[config.mk]
export PLATFORM = sky130hd
export DESIGN_NAME = pcxg_regs
export DESIGN_NICKNAME = d
export VERILOG_FILES = /design/src/hdl/pcxg_regs.v /design/src/hdl/pcxg_sync.v
export VERILOG_INCLUDE_DIRS = /design/src /design/src/hdl
export SDC_FILE = /design/constraint.sdc
export NUM_CORES = 1
export LEC_CHECK = 0
export ABC_AREA = 1
export BUFFER_PORTS_ARGS = -buffer_cell sky130_fd_sc_hd__buf_2
export CELL_PAD_IN_SITES_DETAIL_PLACEMENT = 2
export CELL_PAD_IN_SITES_GLOBAL_PLACEMENT = 2
export CORE_ASPECT_RATIO = 0.9
export CORE_UTILIZATION = 22
export CTS_CLUSTER_DIAMETER = 80
export CTS_CLUSTER_SIZE = 14
export DETAILED_ROUTE_END_ITERATION = 10
export GPL_TIMING_DRIVEN = 0
export PLACE_DENSITY = 0.93
export SLEW_MARGIN = 20
export SYNTH_ARGS = -nofsm -noshare
export SYNTH_HDL_FRONTEND = slang
export SYNTH_SLANG_ARGS = --single-unit
[constraint.sdc]
create_clock -name i_clk -period 2.63 [get_ports i_clk]
set_clock_uncertainty 0.2 [all_clocks]
set_input_delay 0.263 -clock i_clk [delete_from_list [all_inputs] [get_ports i_clk]]
set_output_delay 0.263 -clock i_clk [all_outputs]
set_load 0.02 [all_outputs]
[src/hdl/pcxg_defs.vh]
// register offsets, field positions and reset values of the capability and gpio bank
// assumes a 32-bit configuration access port with byte enables
`ifndef PCXG_DEFS_VH
`define PCXG_DEFS_VH

`define PCXG_OFS_RSVD_A        8'h74
`define PCXG_OFS_GPIO          8'h78
`define PCXG_OFS_RSVD_B        8'h7C
`define PCXG_OFS_CAP           8'h80
`define PCXG_OFS_BRIDGE        8'h84

`define PCXG_GPIO_OUT_CLR_LSB  12
`define PCXG_GPIO_OUT_SET_LSB  16
`define PCXG_GPIO_OE_CLR_LSB   20
`define PCXG_GPIO_OE_SET_LSB   24
`define PCXG_GPIO_IN_LSB       28

`define PCXG_CAP_ID            8'h07
`define PCXG_NEXT_PTR          8'h90
`define PCXG_BIT_UNEXP_SPLIT   19
`define PCXG_BIT_SPLIT_DELAY   21
`define PCXG_CLK_FREQ_LSB      22

`define PCXG_CLK_CONV          3'h0
`define PCXG_CLK_66            3'h1
`define PCXG_CLK_133           3'h2

`define PCXG_GPIO_RST          4'h0
`define PCXG_FUNC_RST          3'h0

`endif

[src/hdl/pcxg_regs.v]
// capability header and gpio configuration registers of the bridge
// assumes the config decoder gives one-cycle read and write strobes with a byte address
// Function
// W1S/W1C fields switch gpio output enables
// W1S/W1C fields switch gpio output values
// gpio top nibble reads sampled pins; rest zero
// capability id reads 07h
// next capability pointer reads 90h
// secondary 64-bit flag reads zero
// 133 MHz, discarded, overrun flags read zero
// unexpected split completion sticky, write-one clears
// split request delayed sets sticky flag
// secondary clock code reported read-only
// function number reported read-only, resets 000
// secondary status top bits reserved zero
`include "pcxg_defs.vh"
`default_nettype none

module pcxg_regs (
    input  wire        i_clk,
    input  wire        i_nrst,
    input  wire        i_wr,
    input  wire        i_rd,
    input  wire [7:0]  i_addr,
    input  wire [3:0]  i_be,
    input  wire [31:0] i_wdata,
    output reg  [31:0] o_rdata,
    output reg         o_rvalid,
    input  wire [3:0]  i_gpio_in,
    output reg  [3:0]  o_gpio_out,
    output reg  [3:0]  o_gpio_oe,
    input  wire        i_unexp_split,
    input  wire [7:0]  i_sec_bus,
    input  wire [7:0]  i_cpl_bus,
    input  wire [4:0]  i_cpl_dev,
    input  wire [2:0]  i_cpl_func,
    input  wire        i_split_delay,
    input  wire [2:0]  i_sec_clk_code,
    input  wire [2:0]  i_func_num
);
    //--------------------------------------------------------------
    // pin sampling
    //--------------------------------------------------------------
    wire [3:0] gpio_level;

    genvar g;
    generate
        for (g = 0; g < 4; g = g + 1) begin : gen_sync
            pcxg_sync u_sync (
                .i_clk   (i_clk),
                .i_nrst  (i_nrst),
                .i_pin   (i_gpio_in[g]),
                .o_level (gpio_level[g])
            );
        end
    endgenerate

    //--------------------------------------------------------------
    // write decode
    //--------------------------------------------------------------
    wire       wr_gpio = i_wr && (i_addr == `PCXG_OFS_GPIO);
    wire       wr_cap  = i_wr && (i_addr == `PCXG_OFS_CAP);
    wire [3:0] out_clr = (wr_gpio && i_be[1]) ? i_wdata[`PCXG_GPIO_OUT_CLR_LSB +: 4] : 4'h0;
    wire [3:0] out_set = (wr_gpio && i_be[2]) ? i_wdata[`PCXG_GPIO_OUT_SET_LSB +: 4] : 4'h0;
    wire [3:0] oe_clr  = (wr_gpio && i_be[2]) ? i_wdata[`PCXG_GPIO_OE_CLR_LSB +: 4] : 4'h0;
    wire [3:0] oe_set  = (wr_gpio && i_be[3]) ? i_wdata[`PCXG_GPIO_OE_SET_LSB +: 4] : 4'h0;
    wire       clr_unexp = wr_cap && i_be[2] && i_wdata[`PCXG_BIT_UNEXP_SPLIT];

    // requester id must match secondary bus, device 0, function 0
    wire unexp_hit = i_unexp_split && (i_cpl_bus == i_sec_bus) &&
                     (i_cpl_dev == 5'h00) && (i_cpl_func == 3'h0);

    //--------------------------------------------------------------
    // state
    //--------------------------------------------------------------
    reg       unexp_flag;
    reg       delay_flag;
    reg [2:0] clk_code;
    reg [2:0] func_num;
    reg [3:0] next_out;
    reg [3:0] next_oe;

    // set wins over clear when both hit one bit in the same write
    always @* begin
        next_out = (o_gpio_out & ~out_clr) | out_set;
        next_oe  = (o_gpio_oe & ~oe_clr) | oe_set;
    end

    always @(posedge i_clk) begin
        if (!i_nrst) begin
            o_gpio_out <= `PCXG_GPIO_RST;
            o_gpio_oe  <= `PCXG_GPIO_RST;
            unexp_flag <= 1'b0;
            delay_flag <= 1'b0;
            clk_code   <= `PCXG_CLK_CONV;
            func_num   <= `PCXG_FUNC_RST;
        end else begin
            o_gpio_out <= next_out;
            o_gpio_oe  <= next_oe;
            // a new event in the clearing cycle keeps the flag set
            if (unexp_hit) begin
                unexp_flag <= 1'b1;
            end else if (clr_unexp) begin
                unexp_flag <= 1'b0;
            end
            // read-only: no software path clears it, only reset
            if (i_split_delay) begin
                delay_flag <= 1'b1;
            end
            // reserved codes are reported as conventional mode
            case (i_sec_clk_code)
                `PCXG_CLK_66:  clk_code <= `PCXG_CLK_66;
                `PCXG_CLK_133: clk_code <= `PCXG_CLK_133;
                default:       clk_code <= `PCXG_CLK_CONV;
            endcase
            func_num <= i_func_num;
        end
    end

    //--------------------------------------------------------------
    // read mux
    //--------------------------------------------------------------
    reg [31:0] rd_mux;

    always @* begin
        rd_mux = 32'h0000_0000;
        case (i_addr)
            `PCXG_OFS_GPIO: begin
                // bits 27:12 are write strobes and read back zero
                rd_mux[`PCXG_GPIO_IN_LSB +: 4] = gpio_level;
            end
            `PCXG_OFS_CAP: begin
                rd_mux[7:0]  = `PCXG_CAP_ID;
                rd_mux[15:8] = `PCXG_NEXT_PTR;
                // bits 16,17,18,20 and 31:25 stay zero
                rd_mux[`PCXG_BIT_UNEXP_SPLIT]     = unexp_flag;
                rd_mux[`PCXG_BIT_SPLIT_DELAY]     = delay_flag;
                rd_mux[`PCXG_CLK_FREQ_LSB +: 3]   = clk_code;
            end
            `PCXG_OFS_BRIDGE: begin
                rd_mux[2:0] = func_num;
            end
            default: begin
                rd_mux = 32'h0000_0000;
            end
        endcase
    end

    always @(posedge i_clk) begin
        if (!i_nrst) begin
            o_rdata  <= 32'h0000_0000;
            o_rvalid <= 1'b0;
        end else begin
            o_rvalid <= i_rd;
            if (i_rd) begin
                o_rdata <= rd_mux;
            end
        end
    end
endmodule

`default_nettype wire

[src/hdl/pcxg_sync.v]
// three-stage synchroniser for one pin input
// assumes i_pin is asynchronous to i_clk
`default_nettype none

module pcxg_sync (
    input  wire i_clk,
    input  wire i_nrst,
    input  wire i_pin,
    output reg  o_level
);
    reg s1;
    reg s2;
    reg s3;

    // s1 is read only by s2; level moves once s2 and s3 agree
    always @(posedge i_clk) begin
        if (!i_nrst) begin
            s1      <= 1'b0;
            s2      <= 1'b0;
            s3      <= 1'b0;
            o_level <= 1'b0;
        end else begin
            s1 <= i_pin;
            s2 <= s1;
            s3 <= s2;
            if (s2 == s3) begin
                o_level <= s3;
            end
        end
    end
endmodule

`default_nettype wire

==> results of run 1 <==
-- sequential cells by signal (all words and copies together), names as in the netlist, 3 cells and up --
register and cells:
o_rdata 12, gen_sync.u_sync.o_level 4, gen_sync.u_sync.s1 4, gen_sync.u_sync.s2 4, gen_sync.u_sync.s3 4, o_gpio_oe 4, o_gpio_out 4, func_num 3
-- worst max path at each step --
stage	startpoint	endpoint	slack (ns)	cells after the start
6_report	o_rdata[15]$_SDFFE_PN0P_	o_rdata[15]	1.22	2
2_1_floorplan	i_addr[6]	o_gpio_out[0]$_SDFF_PN0_	1.38	8
4_1_cts	o_rdata[15]$_SDFFE_PN0P_	o_rdata[15]	1.22	2
3_3_place_gp	i_addr[1]	o_gpio_out[1]$_SDFF_PN0_	1.12	8
3_5_place_dp	i_addr[5]	o_rdata[2]$_SDFFE_PN0P_	1.05	6
5_1_grt	o_rdata[15]$_SDFFE_PN0P_	o_rdata[15]	1.17	2
-- stage by stage --
step	hold slack, ns	setup slack, ns
2_1_floorplan	0.1399	1.379
3_3_place_gp	0.1951	1.118
3_5_place_dp	0.2039	1.052
4_1_cts	0.003944	1.224
5_1_grt	0.006928	1.170
6_report	0.01044	1.218
-- cell type report --
class	count	area, sq um
Multi-Input combinational cell	176	785.8
Clock buffer	5	68.82
Tap cell	119	148.9
Inverter	47	176.4
Sequential cell	44	880.8
Buffer	27	183.9
Antenna cell	1	2.502
Clock inverter	3	47.55
Timing Repair Buffer	97	535.5
Fill cell	1081	5778
-- worst max-delay path: stages (launching register included) --
cell     delay, ns
dfxtp_1       0.38
buf_4         0.12
buf_2         0.15
-- cells by family (layout without fill, tap and decap cells) --
group,count (synthesis),after routing
AO/OA/AOI/OAI,36,36
buffers and inverters,74,179
flip-flops,44,44
other,1,20
AND/OR/NAND/NOR,121,121
-- layer usage --
layer,track usage,wire length [um],vias to the layer above
li1,-,-,1044
met1,0.1536,2588,996
met2,0.3095,3790,60
met3,0.03926,371,9
met4,0.05193,132,0
met5,0,0,-
-- cell usage in the layout (no fill, tap or decap) --
master	instances
buf_2	90
nand2_1	68
inv_1	46
dfxtp_1	44
a21oi_1	24
buf_4	21
conb_1	19
nor2_1	18
nand3_1	16
o21ai_0	12
dlygate4sd3_1	10
nand4_1	5
clkbuf_8	5
nor2_2	4
clkbuf_1	3
nand2_2	3
nor2_4	2
clkinv_4	2
diode_2	1
nor4_1	1
inv_2	1
nor3_2	1
and2_1	1
or2_2	1
nor3_1	1
bufinv_16	1
-- power by group through the flow --
stage / registers [mW] / logic, mW / clock network, mW
after floorplan: 0.715 / 0.105 / 0
after global placement: 0.707 / 0.189 / 0
after detailed placement: 0.709 / 0.199 / 0
after CTS: 0.693 / 0.211 / 0.548
after global routing: 0.696 / 0.236 / 0.578
final: 0.693 / 0.213 / 0.539
==> tab_implementation.tex, run 1 <==
\begin{tabular}{lr}
\hline
Metric & Value \\
\hline
\multicolumn{2}{l}{\textbf{Outcome}} \\
Status & completed \\
\multicolumn{2}{l}{\textbf{Worst setup path}} \\
Critical path data required time & 2.17 ns \\
Worst setup slack for register-to-register paths & 1.66 ns \\
CP Class & reg2out \\
Maximum fanout encountered on the critical timing path & 3 \\
Startpoint of the worst-slack reg-to-reg timing path & o\_rdata[15]\$\_SDFFE\_PN0P\_ \\
Startpoint type of the worst setup path & flop \\
Reg-to-reg critical path endpoint & o\_rdata[15]\$\_SDFFE\_PN0P\_ \\
Number of cell instances on the worst register-to-register path & 2 \\
Worst path arrival time & 0.95 ns \\
Endpoint type of the worst setup path & output pin \\
\multicolumn{2}{l}{\textbf{Logic synthesis}} \\
Share of the synthesized area in the top cell type & 0.4496 \\
Commonest cells post-synth & 68 x nand2\_1, 46 x inv\_1, 44 x dfxtp\_1 \\
Cell accounting for the most synthesized area & dfxtp\_1 \\
Yosys Warn Count & 0 \\
Part of the Yosys area used for sequential elements & 0.4496 \\
Count of flip-flops with a built-in enable after synthesis & 0 \\
Post-synthesis mux area share & 0 \\
Number of instances in the synthesized netlist & 276 \\
Most common cell in the netlist & nand2\_1 \\
Synth Area in XOR/XNOR & 0 \\
Post-synthesis simple-gate area fraction & 0.2727 \\
Synthesized cell area & 1959 sq um \\
Top post-synthesis cells by area & dfxtp\_1 45\%, nand2\_1 13\%, inv\_1 8.8\% \\
Post-synth ARST share & 0 \\
Mean Syn Cell Area & 7.099 sq um \\
Largest family of logic cells by synthesized area & simple AND/OR/NAND/NOR gates \\
Fraction of the mapped netlist area in compound gates & 0.09195 \\
Cell variety after synth & 21 \\
Flops \& latches, synth & 44 \\
Most used flip-flop cell after synthesis & dfxtp\_1 \\
Adder and majority gate portion of the synthesized area & 0 \\
\multicolumn{2}{l}{\textbf{Pwr}} \\
Power density over cell area & 510.5 nW/um\^{}2 \\
Sequential cell fraction of total power & 0.480 \\
Net switching power of the design & 0.3813 mW \\
Overall power after layout & 1.445 mW \\
Internal power summed over all cells & 1.063 mW \\
Power share of the combinational group & 0.147 \\
Peak supply drop & 0.2352 mV \\
Total leakage power & 1.526 nW \\
Net switching share of the total power & 0.2639 \\
Clk network pwr share & 0.373 \\
\multicolumn{2}{l}{\textbf{Routing}} \\
Per-cell routed wire length & 13.26 um \\
Starting DRC count in detailed routing & 13 \\
Drt drc & 0 \\
Routed via count divided by cell count & 4.064 \\
DRT Pass-1 Iters & 4 \\
Total detailed-routing wirelength & 6.883 mm \\
Via total after detailed routing & 2109 \\
Antenna-violating nets left & 0 \\
\multicolumn{2}{l}{\textbf{Timing}} \\
Sum of negative setup slack & 0 ns \\
Final-report max-slew violation count & 0 \\
Final setup violating endpoints & 0 \\
Part of the cycle the worst path needs & 0.5371 \\
Actual slew at the worst max-slew pin & 0.5609 ns \\
Fin crit period & 1.412 ns \\
Slew margin rel. & 0.6260 \\
Final Hold Viols & 0 \\
Fmax achieved & 0.7080 GHz \\
Unrepaired setup endpoints after global routing & no \\
\multicolumn{2}{l}{\textbf{Clock network}} \\
CTS H-tree depth & 2 \\
Clk\_lat worst skew & 0.30 ns \\
Number of buffers between clock root and the deepest sink & 2 \\
TritonCTS clock tree & done \\
Clock-pin slew of the registers on the worst-case setup and hold paths & 0.09 ns \\
TritonCTS buffer count & 5 \\
Post-CTS setup buffers & 0 \\
Total clock sinks & 44 \\
Number of instances resized during post-cts repair & 0 \\
Cell chosen for the clock root & clkbuf\_8 \\
Hold-fix buffers at CTS & 10 \\
\multicolumn{2}{l}{\textbf{Place}} \\
Estimated wirelength of the detail-placed design & 5.253 mm \\
Gp weighted congestion & 0.6908 \\
PortBufs & 87 \\
Post-place instance area & 2611 sq um \\
Total placed cells including tap cells & 500 \\
\multicolumn{2}{l}{\textbf{Global route}} \\
Number of antenna violations at the first check in global routing & 1 \\
Global-route usage over all layers & 0.1563 \\
Largest net degree at the start of global routing & 16 \\
Remaining Overflow, GRT & 0 \\
Global-route wire length before repair & 10.90 mm \\
Vias in the first global route & 2310 \\
\multicolumn{2}{l}{\textbf{Worst hold path}} \\
Endpoint of the worst hold path & clk\_code[1]\$\_SDFF\_PN0\_ \\
Worst hold path startpoint & i\_sec\_clk\_code[2] \\
Type of the most critical hold path & in2reg \\
Hold depth & 3 \\
\multicolumn{2}{l}{\textbf{Final layout}} \\
Number of standard cells in the layout, taps in and fillers out & 519 \\
Fraction of layout instances using a drive strength above 1 & 0.3283 \\
Post-layout nets & 482 \\
Area growth from synthesis to layout & 44.44\% \\
Finished Cell Area & 2830 sq um \\
End-of-flow core utilization & 0.3288 \\
\multicolumn{2}{l}{\textbf{Die}} \\
Chip Width & 101.5 um \\
Die boundary height & 91.53 um \\
Starting density of the core & 0.2276 \\
Core Area & 8608 sq um \\
\# IOs & 125 \\
Number of rows created at floorplan & 32 \\
Die outline area & 9288 sq um \\
\multicolumn{2}{l}{\textbf{Job}} \\
Total of max-cap violations & 0 \\
\hline
\end{tabular}
(Power assumes the default switching activity.)
==> run 2: changes to the inputs <==
- CORE_UTILIZATION: 22 -> 21
- PLACE_DENSITY: 0.93 -> 0.9
- clock period: 2.63 -> 1.4 ns (I/O delays scaled with it)
==> run 2 against run 1 <==
The run now ends with hold timing left. Highest routed layer unchanged. Sequential power rose by 88%. Sequential share of layout area fell by 1.9 points. First-iteration DRC count rose to 3.2 times the previous value.
==> tab_implementation.tex, run 2 (synthesis gave the netlist of run 1 again) <==
\begin{tabular}{lr}
\hline
Metric & Value \\
\hline
\multicolumn{2}{l}{\textbf{Outcome}} \\
Status & complete, but fails checks \\
Violated checks & hold timing \\
\multicolumn{2}{l}{\textbf{Timing}} \\
Hold WS & -0.01662 ns (-0.02706 ns) \\
Fin crit period & 1.239 ns \\
Final-report max-slew violation count & 0 (unchanged) \\
Fmax achieved & 0.8070 GHz \\
Slew margin rel. & 0.6592 (+0.03316) \\
Final Hold Viols & 3 (+3) \\
Final setup violating endpoints & 0 (unchanged) \\
Part of the cycle the worst path needs & 0.8851 \\
Unrepaired setup endpoints after global routing & no \\
Actual slew at the worst max-slew pin & 0.5112 ns (-0.04974 ns) \\
\multicolumn{2}{l}{\textbf{Final layout}} \\
Multi-input gate area & 785.8 sq um (unchanged) \\
Reg area & 880.8 sq um (unchanged) \\
Number of inserted filler cells in the final layout & 1098 (+1.6\%) \\
Leading cell types in the layout, fill and taps excluded & 90 x buf\_2, 68 x nand2\_1, 46 x inv\_1 \\
Area growth from synthesis to layout & 53.83\% \\
Fraction of layout instances using a drive strength above 1 & 0.3133 (-0.01507) \\
Total inserted antenna cells & 0 (-1) \\
Max reg flops & 12 (unchanged) \\
Most common cell after layout, fill and taps aside & buf\_2 \\
Post-layout nets & 499 (+3.5\%) \\
Reg with most FFs & o\_rdata \\
Number of standard cells in the layout, taps in and fillers out & 537 (+3.5\%) \\
\multicolumn{2}{l}{\textbf{Clock network}} \\
Total clock sinks & 44 (unchanged) \\
TritonCTS clock tree & done \\
Clock-pin slew of the registers on the worst-case setup and hold paths & 0.08 ns (about the same) \\
TritonCTS buffer count & 5 (unchanged) \\
Clk\_lat worst skew & 0.30 ns (about the same) \\
CTS H-tree depth & 2 (unchanged) \\
Number of buffers between clock root and the deepest sink & 2 (unchanged) \\
Cell chosen for the clock root & clkbuf\_8 \\
\multicolumn{2}{l}{\textbf{Global route}} \\
Number of antenna violations at the first check in global routing & 0 (-1) \\
Vias in the first global route & 2417 (+4.6\%) \\
Largest net degree at the start of global routing & 14 (-2) \\
Global-route wire length before repair & 11.14 mm (+2.2\%) \\
Remaining Overflow, GRT & 0 (unchanged) \\
Global-route usage over all layers & 0.1462 (-0.01004) \\
\multicolumn{2}{l}{\textbf{Worst setup path}} \\
Reg-to-reg critical path endpoint & gen\_sync[2].u\_sync.o\_level\$\_SDFFE\_PN0N\_ \\
Worst setup slack for register-to-register paths & 0.47 ns (-1.19 ns) \\
Endpoint type of the worst setup path & output pin \\
CP Class & reg2out \\
Critical Path, Cell by Cell & buf\_4 -> buf\_2 \\
Cell family with most CP delay & flip-flops \\
Startpoint of the worst-slack reg-to-reg timing path & gen\_sync[2].u\_sync.o\_level\$\_SDFFE\_PN0N\_ \\
Critical path data required time & 1.06 ns (-1.11 ns) \\
Worst path arrival time & 0.90 ns (-0.05 ns) \\
Cell with the biggest individual delay on the critical path & dfxtp\_1 \\
Maximum fanout encountered on the critical timing path & 3 (unchanged) \\
Buffers plus inverters on the worst setup path & 2 (unchanged) \\
Number of cell instances on the worst register-to-register path & 2 (unchanged) \\
Delay of the slowest critical-path stage & 0.35 ns (-0.03 ns) \\
Startpoint type of the worst setup path & flop \\
\multicolumn{2}{l}{\textbf{Pwr}} \\
Peak supply drop & 0.5384 mV (+130\%) \\
Internal power summed over all cells & 2.193 mW (+110\%) \\
Net switching share of the total power & 0.2360 (-0.02796) \\
Power density over cell area & 952.3 nW/um\^{}2 (+87\%) \\
Overall power after layout & 2.870 mW (+99\%) \\
Power share of the combinational group & 0.152 (+0.005) \\
Net switching power of the design & 0.6774 mW (+78\%) \\
Total leakage power & 1.603 nW (+5.0\%) \\
Sequential cell fraction of total power & 0.453 (-0.027) \\
Clk network pwr share & 0.395 (+0.022) \\
\multicolumn{2}{l}{\textbf{Worst hold path}} \\
Worst hold path startpoint & i\_addr[3] \\
Hold depth & 4 (+1) \\
Type of the most critical hold path & in2reg \\
Endpoint of the worst hold path & o\_rdata[0]\$\_SDFFE\_PN0P\_ \\
\multicolumn{2}{l}{\textbf{Die}} \\
Core Area & 9084 sq um (+5.5\%) \\
Chip Width & 103.8 um (+2.3\%) \\
Starting density of the core & 0.2157 (-0.01191) \\
Die boundary height & 93.64 um (+2.3\%) \\
Number of rows created at floorplan & 33 (+3.1\%) \\
\# IOs & 125 (unchanged) \\
Die outline area & 9721 sq um (+4.7\%) \\
\multicolumn{2}{l}{\textbf{Place}} \\
Total placed cells including tap cells & 503 (+0.60\%) \\
Gp weighted congestion & 0.7330 (+6.1\%) \\
Estimated wirelength of the detail-placed design & 5.377 mm (+2.4\%) \\
PortBufs & 87 (unchanged) \\
\multicolumn{2}{l}{\textbf{Routing}} \\
Drt drc & 0 (unchanged) \\
Total detailed-routing wirelength & 6.949 mm (+0.96\%) \\
Per-cell routed wire length & 12.94 um (-2.4\%) \\
DRT Pass-1 Iters & 4 (unchanged) \\
Starting DRC count in detailed routing & 41 (+28) \\
Routed via count divided by cell count & 4.048 (-0.37\%) \\
Antenna-violating nets left & 0 (unchanged) \\
Via total after detailed routing & 2174 (+3.1\%) \\
\multicolumn{2}{l}{\textbf{Job}} \\
Total of max-cap violations & 0 (unchanged) \\
\hline
\end{tabular}
[run 2: cell count changes in the layout (fill, tap and decap cells not counted)]
cell           delta
diode_2           -1
clkinv_4          -2
bufinv_16         +1
dlygate4sd3_1    +17
[run 2: repair_timing]
action	CTS	global route
endpoints found under the setup margin	0	0
gates resized for setup	0	0
hold buffers	27	0
hold endpoints to repair	22	0
buffers inserted	0	0
[run 2: worst max-delay path by stage]
stage	start	end	depth (start not counted)
6_report	o_rdata[15]$_SDFFE_PN0P_	o_rdata[15]	2
5_1_grt	o_rdata[15]$_SDFFE_PN0P_	o_rdata[15]	2
4_1_cts	o_rdata[15]$_SDFFE_PN0P_	o_rdata[15]	2
3_5_place_dp	i_addr[1]	o_gpio_out[0]$_SDFF_PN0_	8
3_3_place_gp	i_addr[1]	o_gpio_out[0]$_SDFF_PN0_	8
2_1_floorplan	i_addr[6]	o_gpio_out[0]$_SDFF_PN0_	8
[run 2: cell type report]
type / instances / area share
Buffer: 27 / 0.06102
Clock buffer: 5 / 0.02283
Clock inverter: 2 / 0.01993
Timing Repair Buffer: 114 / 0.2341
Sequential cell: 44 / 0.2922
Inverter: 47 / 0.05853
Multi-Input combinational cell: 176 / 0.2607
Tap cell: 122 / 0.05064
[run 2: tightest hold or removal path, cell delays in order]
cell,delay [ns]
buf_2,0.10
nor4_1,0.07
nand3_1,0.07
a21oi_1,0.05
[run 2: metal layers]
| metal | vias to the layer above | global-route usage | routed length [um] |
|---|---|---|---|
| met5 | - | 0 | 0 |
| met4 | 0 | 0.03452 | 59 |
| met2 | 64 | 0.3122 | 4004 |
| li1 | 1079 | - | - |
| met1 | 1025 | 0.1430 | 2575 |
| met3 | 6 | 0.02718 | 309 |
[run 2: metrics by stage]
| stage | TNS [ns] | util | worst slack [ns] | instance area, sq um |
|---|---|---|---|---|
| floorplan | 0 | - | 0.2720 | 2027 |
| global placement | 0 | 0.2879 | 0.004140 | 2615 |
| detailed placement | -0.2378 | 0.2879 | -0.05096 | 2615 |
| CTS | 0 | 0.3318 | 0.1383 | 3014 |
| global route | 0 | 0.3318 | 0.1017 | 3014 |
| finish | 0 | 0.3318 | 0.1609 | 3014 |
[run 2: power by group through the flow]
stage / logic, mW / clock network (mW) / registers [mW]
6_report: 0.435 / 1.13 / 1.30
5_1_grt: 0.484 / 1.20 / 1.30
4_1_cts: 0.436 / 1.18 / 1.30
3_5_place_dp: 0.374 / 0 / 1.33
3_3_place_gp: 0.356 / 0 / 1.33
2_1_floorplan: 0.198 / 0 / 1.34
==> run 3: changes to the inputs <==
- BUFFER_PORTS_ARGS: -buffer_cell sky130_fd_sc_hd__buf_2 -> -buffer_cell sky130_fd_sc_hd__buf_4
==> run 3 against run 2 <==
The flow still finishes with violations (hold timing). Sequential share of layout area down 2.1 points. Worst hold slack worse by 0.011 ns. Power down 1.2%. Global-route usage up 1.0 points. Register-to-register slack about the same. Clock power down 9%. Largest power group unchanged. Non-clock buffer count up 2. Die area unchanged. Final cell count up 0.74%. Critical endpoint is now clk_code[0]$_SDFF_PN0_. Utilization up 2.6 points.
==> tab_implementation.tex, run 3 (synthesis gave the netlist of run 1 again) <==
\begin{tabular}{lr}
\hline
Metric & Value \\
\hline
\multicolumn{2}{l}{\textbf{Final layout}} \\
Leading cell types in the layout, fill and taps excluded & 108 x buf\_4, 68 x nand2\_1, 46 x inv\_1 \\
Fraction of layout instances using a drive strength above 1 & 0.3134 (about the same) \\
Area growth from synthesis to layout & 65.71\% \\
Finished Cell Area & 3247 sq um (+7.7\%) \\
Most common cell after layout, fill and taps aside & buf\_4 \\
Post-layout nets & 501 (+0.40\%) \\
Max reg flops & 12 (unchanged) \\
Reg with most FFs & o\_rdata \\
End-of-flow core utilization & 0.3574 (+0.02562) \\
\multicolumn{2}{l}{\textbf{Pwr}} \\
Net switching power of the design & 0.6999 mW (+3.3\%) \\
Power share of the combinational group & 0.178 (+0.026) \\
Clk network pwr share & 0.363 (-0.032) \\
Total leakage power & 1.665 nW (+3.9\%) \\
Net switching share of the total power & 0.2468 (+0.01083) \\
Peak supply drop & 0.4001 mV (-26\%) \\
Internal power summed over all cells & 2.136 mW (-2.6\%) \\
Sequential cell fraction of total power & 0.459 (+0.006) \\
Power density over cell area & 873.4 nW/um\^{}2 (-8.3\%) \\
\multicolumn{2}{l}{\textbf{Worst setup path}} \\
CP Class & in2reg \\
Worst path arrival time & 1.26 ns (+0.36 ns) \\
Maximum fanout encountered on the critical timing path & 2 (-1) \\
Endpoint type of the worst setup path & flop \\
Critical path data required time & 1.42 ns (+0.36 ns) \\
Startpoint type of the worst setup path & input port \\
\multicolumn{2}{l}{\textbf{Clock network}} \\
Clock-pin slew of the registers on the worst-case setup and hold paths & 0.09 ns (about the same) \\
Number of instances resized during post-cts repair & 0 (unchanged) \\
TritonCTS clock tree & done \\
TritonCTS buffer count & 5 (unchanged) \\
Post-CTS setup buffers & 0 (unchanged) \\
CTS H-tree depth & 2 (unchanged) \\
Number of buffers between clock root and the deepest sink & 2 (unchanged) \\
Cell chosen for the clock root & clkbuf\_8 \\
Clk\_lat worst skew & 0.29 ns (about the same) \\
Total clock sinks & 44 (unchanged) \\
Hold-fix buffers at CTS & 29 (+7.4\%) \\
\multicolumn{2}{l}{\textbf{Timing}} \\
Final-report max-slew violation count & 0 (unchanged) \\
Actual slew at the worst max-slew pin & 0.5062 ns (-0.005043 ns) \\
Crit path setup slack, layout & 0.1586 ns (-0.002318 ns) \\
Part of the cycle the worst path needs & 0.8867 (+0.001656) \\
Fin crit period & 1.241 ns (+0.002318 ns) \\
Unrepaired setup endpoints after global routing & no \\
Sum of negative setup slack & 0 ns (unchanged) \\
Fmax achieved & 0.8055 GHz (-0.19\%) \\
Final setup violating endpoints & 0 (unchanged) \\
Final Hold Viols & 3 (unchanged) \\
Slew margin rel. & 0.6594 (about the same) \\
Hold WS & -0.02750 ns (-0.01088 ns) \\
\multicolumn{2}{l}{\textbf{Place}} \\
Post-place instance area & 2833 sq um (+8.3\%) \\
PortBufs & 87 (unchanged) \\
Estimated wirelength of the detail-placed design & 5.566 mm (+3.5\%) \\
Gp weighted congestion & 0.7265 (-0.89\%) \\
Setup WS pre-CTS & -0.07705 ns (-0.02609 ns) \\
\multicolumn{2}{l}{\textbf{Routing}} \\
Per-cell routed wire length & 13.97 um (+7.9\%) \\
Routed via count divided by cell count & 4.109 (+1.5\%) \\
Drt drc & 0 (unchanged) \\
Via total after detailed routing & 2223 (+2.3\%) \\
Antenna-violating nets left & 0 (unchanged) \\
DRT Pass-1 Iters & 4 (unchanged) \\
Total detailed-routing wirelength & 7.556 mm (+8.7\%) \\
Starting DRC count in detailed routing & 42 (+2.4\%) \\
\multicolumn{2}{l}{\textbf{Die}} \\
\# IOs & 125 (unchanged) \\
Starting density of the core & 0.2157 (unchanged) \\
Number of rows created at floorplan & 33 (unchanged) \\
Die boundary height & 93.64 um (unchanged) \\
Core Area & 9084 sq um (unchanged) \\
Chip Width & 103.8 um (unchanged) \\
Die outline area & 9721 sq um (unchanged) \\
\multicolumn{2}{l}{\textbf{Job}} \\
Total of max-cap violations & 0 (unchanged) \\
\multicolumn{2}{l}{\textbf{Worst hold path}} \\
Type of the most critical hold path & in2reg \\
\multicolumn{2}{l}{\textbf{Global route}} \\
Vias in the first global route & 2465 (+2.0\%) \\
Global-route wire length before repair & 11.85 mm (+6.4\%) \\
Global-route usage over all layers & 0.1565 (+0.01033) \\
Largest net degree at the start of global routing & 15 (+1) \\
Remaining Overflow, GRT & 0 (unchanged) \\
Number of antenna violations at the first check in global routing & 1 (+1) \\
\multicolumn{2}{l}{\textbf{Outcome}} \\
Status & complete, but fails checks \\
Violated checks & hold timing \\
\hline
\end{tabular}
run 3: cell types whose count changed in the layout (fill, tap and decap cells not counted):
cell           delta
bufinv_16         -1
diode_2           +1
buf_4            +87
clkinv_4          +1
clkbuf_8          +1
dlygate4sd3_1     +2
buf_2            -87
run 3: final cells by class:
class                           count  area [sq um]
Clock inverter                      2         38.79
Tap cell                          122         152.6
Buffer                             27         183.9
Clock buffer                        6         82.58
Sequential cell                    44         880.8
Multi-Input combinational cell    176         785.8
Inverter                           47         176.4
Fill cell                        1086          5837
Antenna cell                        1         2.502
Timing Repair Buffer              116         943.4
run 3: per-stage QoR:
step / total power, mW / std cells
after floorplan: 1.541 / 294
after global placement: 1.742 / 503
after detailed placement: 1.766 / 503
after CTS: 2.870 / 540
after global routing: 2.977 / 541
final: 2.836 / 541
run 3: critical path, stage by stage:
cell	delay [ns]
dlygate4sd3_1	0.55
buf_4	0.13
or2_2	0.29
nor3_1	0.15
run 3: power by group through the flow:
stage	logic [mW]	clock network, mW	registers (mW)
final	0.505	1.03	1.30
after global placement	0.413	0	1.33
after CTS	0.502	1.07	1.30
after global routing	0.551	1.12	1.31
after detailed placement	0.434	0	1.33
after floorplan	0.198	0	1.34
run 3: final timing paths:
kind	from	end	slack [ns]	cells past startpoint
worst max-delay path	i_sec_clk_code[2]	clk_code[0]$_SDFF_PN0_	0.16	4
worst min-delay path	i_addr[3]	o_rdata[0]$_SDFFE_PN0P_	-0.03	4
worst max register to register	o_rdata[30]$_SDFFE_PN0P_	o_rdata[30]$_SDFFE_PN0P_	0.48	2
worst min register to register	gen_sync[2].u_sync.s1$_SDFF_PN0_	gen_sync[2].u_sync.s2$_SDFF_PN0_	0.23	2
run 3: metal layers:
layer | GRT usage | part of all wire | vias up
met5 | 0 | 0 | -
met3 | 0.03066 | 0.044 | 14
met4 | 0.06310 | 0.030 | 0
li1 | - | - | 1092
met2 | 0.3189 | 0.57 | 66
met1 | 0.1546 | 0.36 | 1051
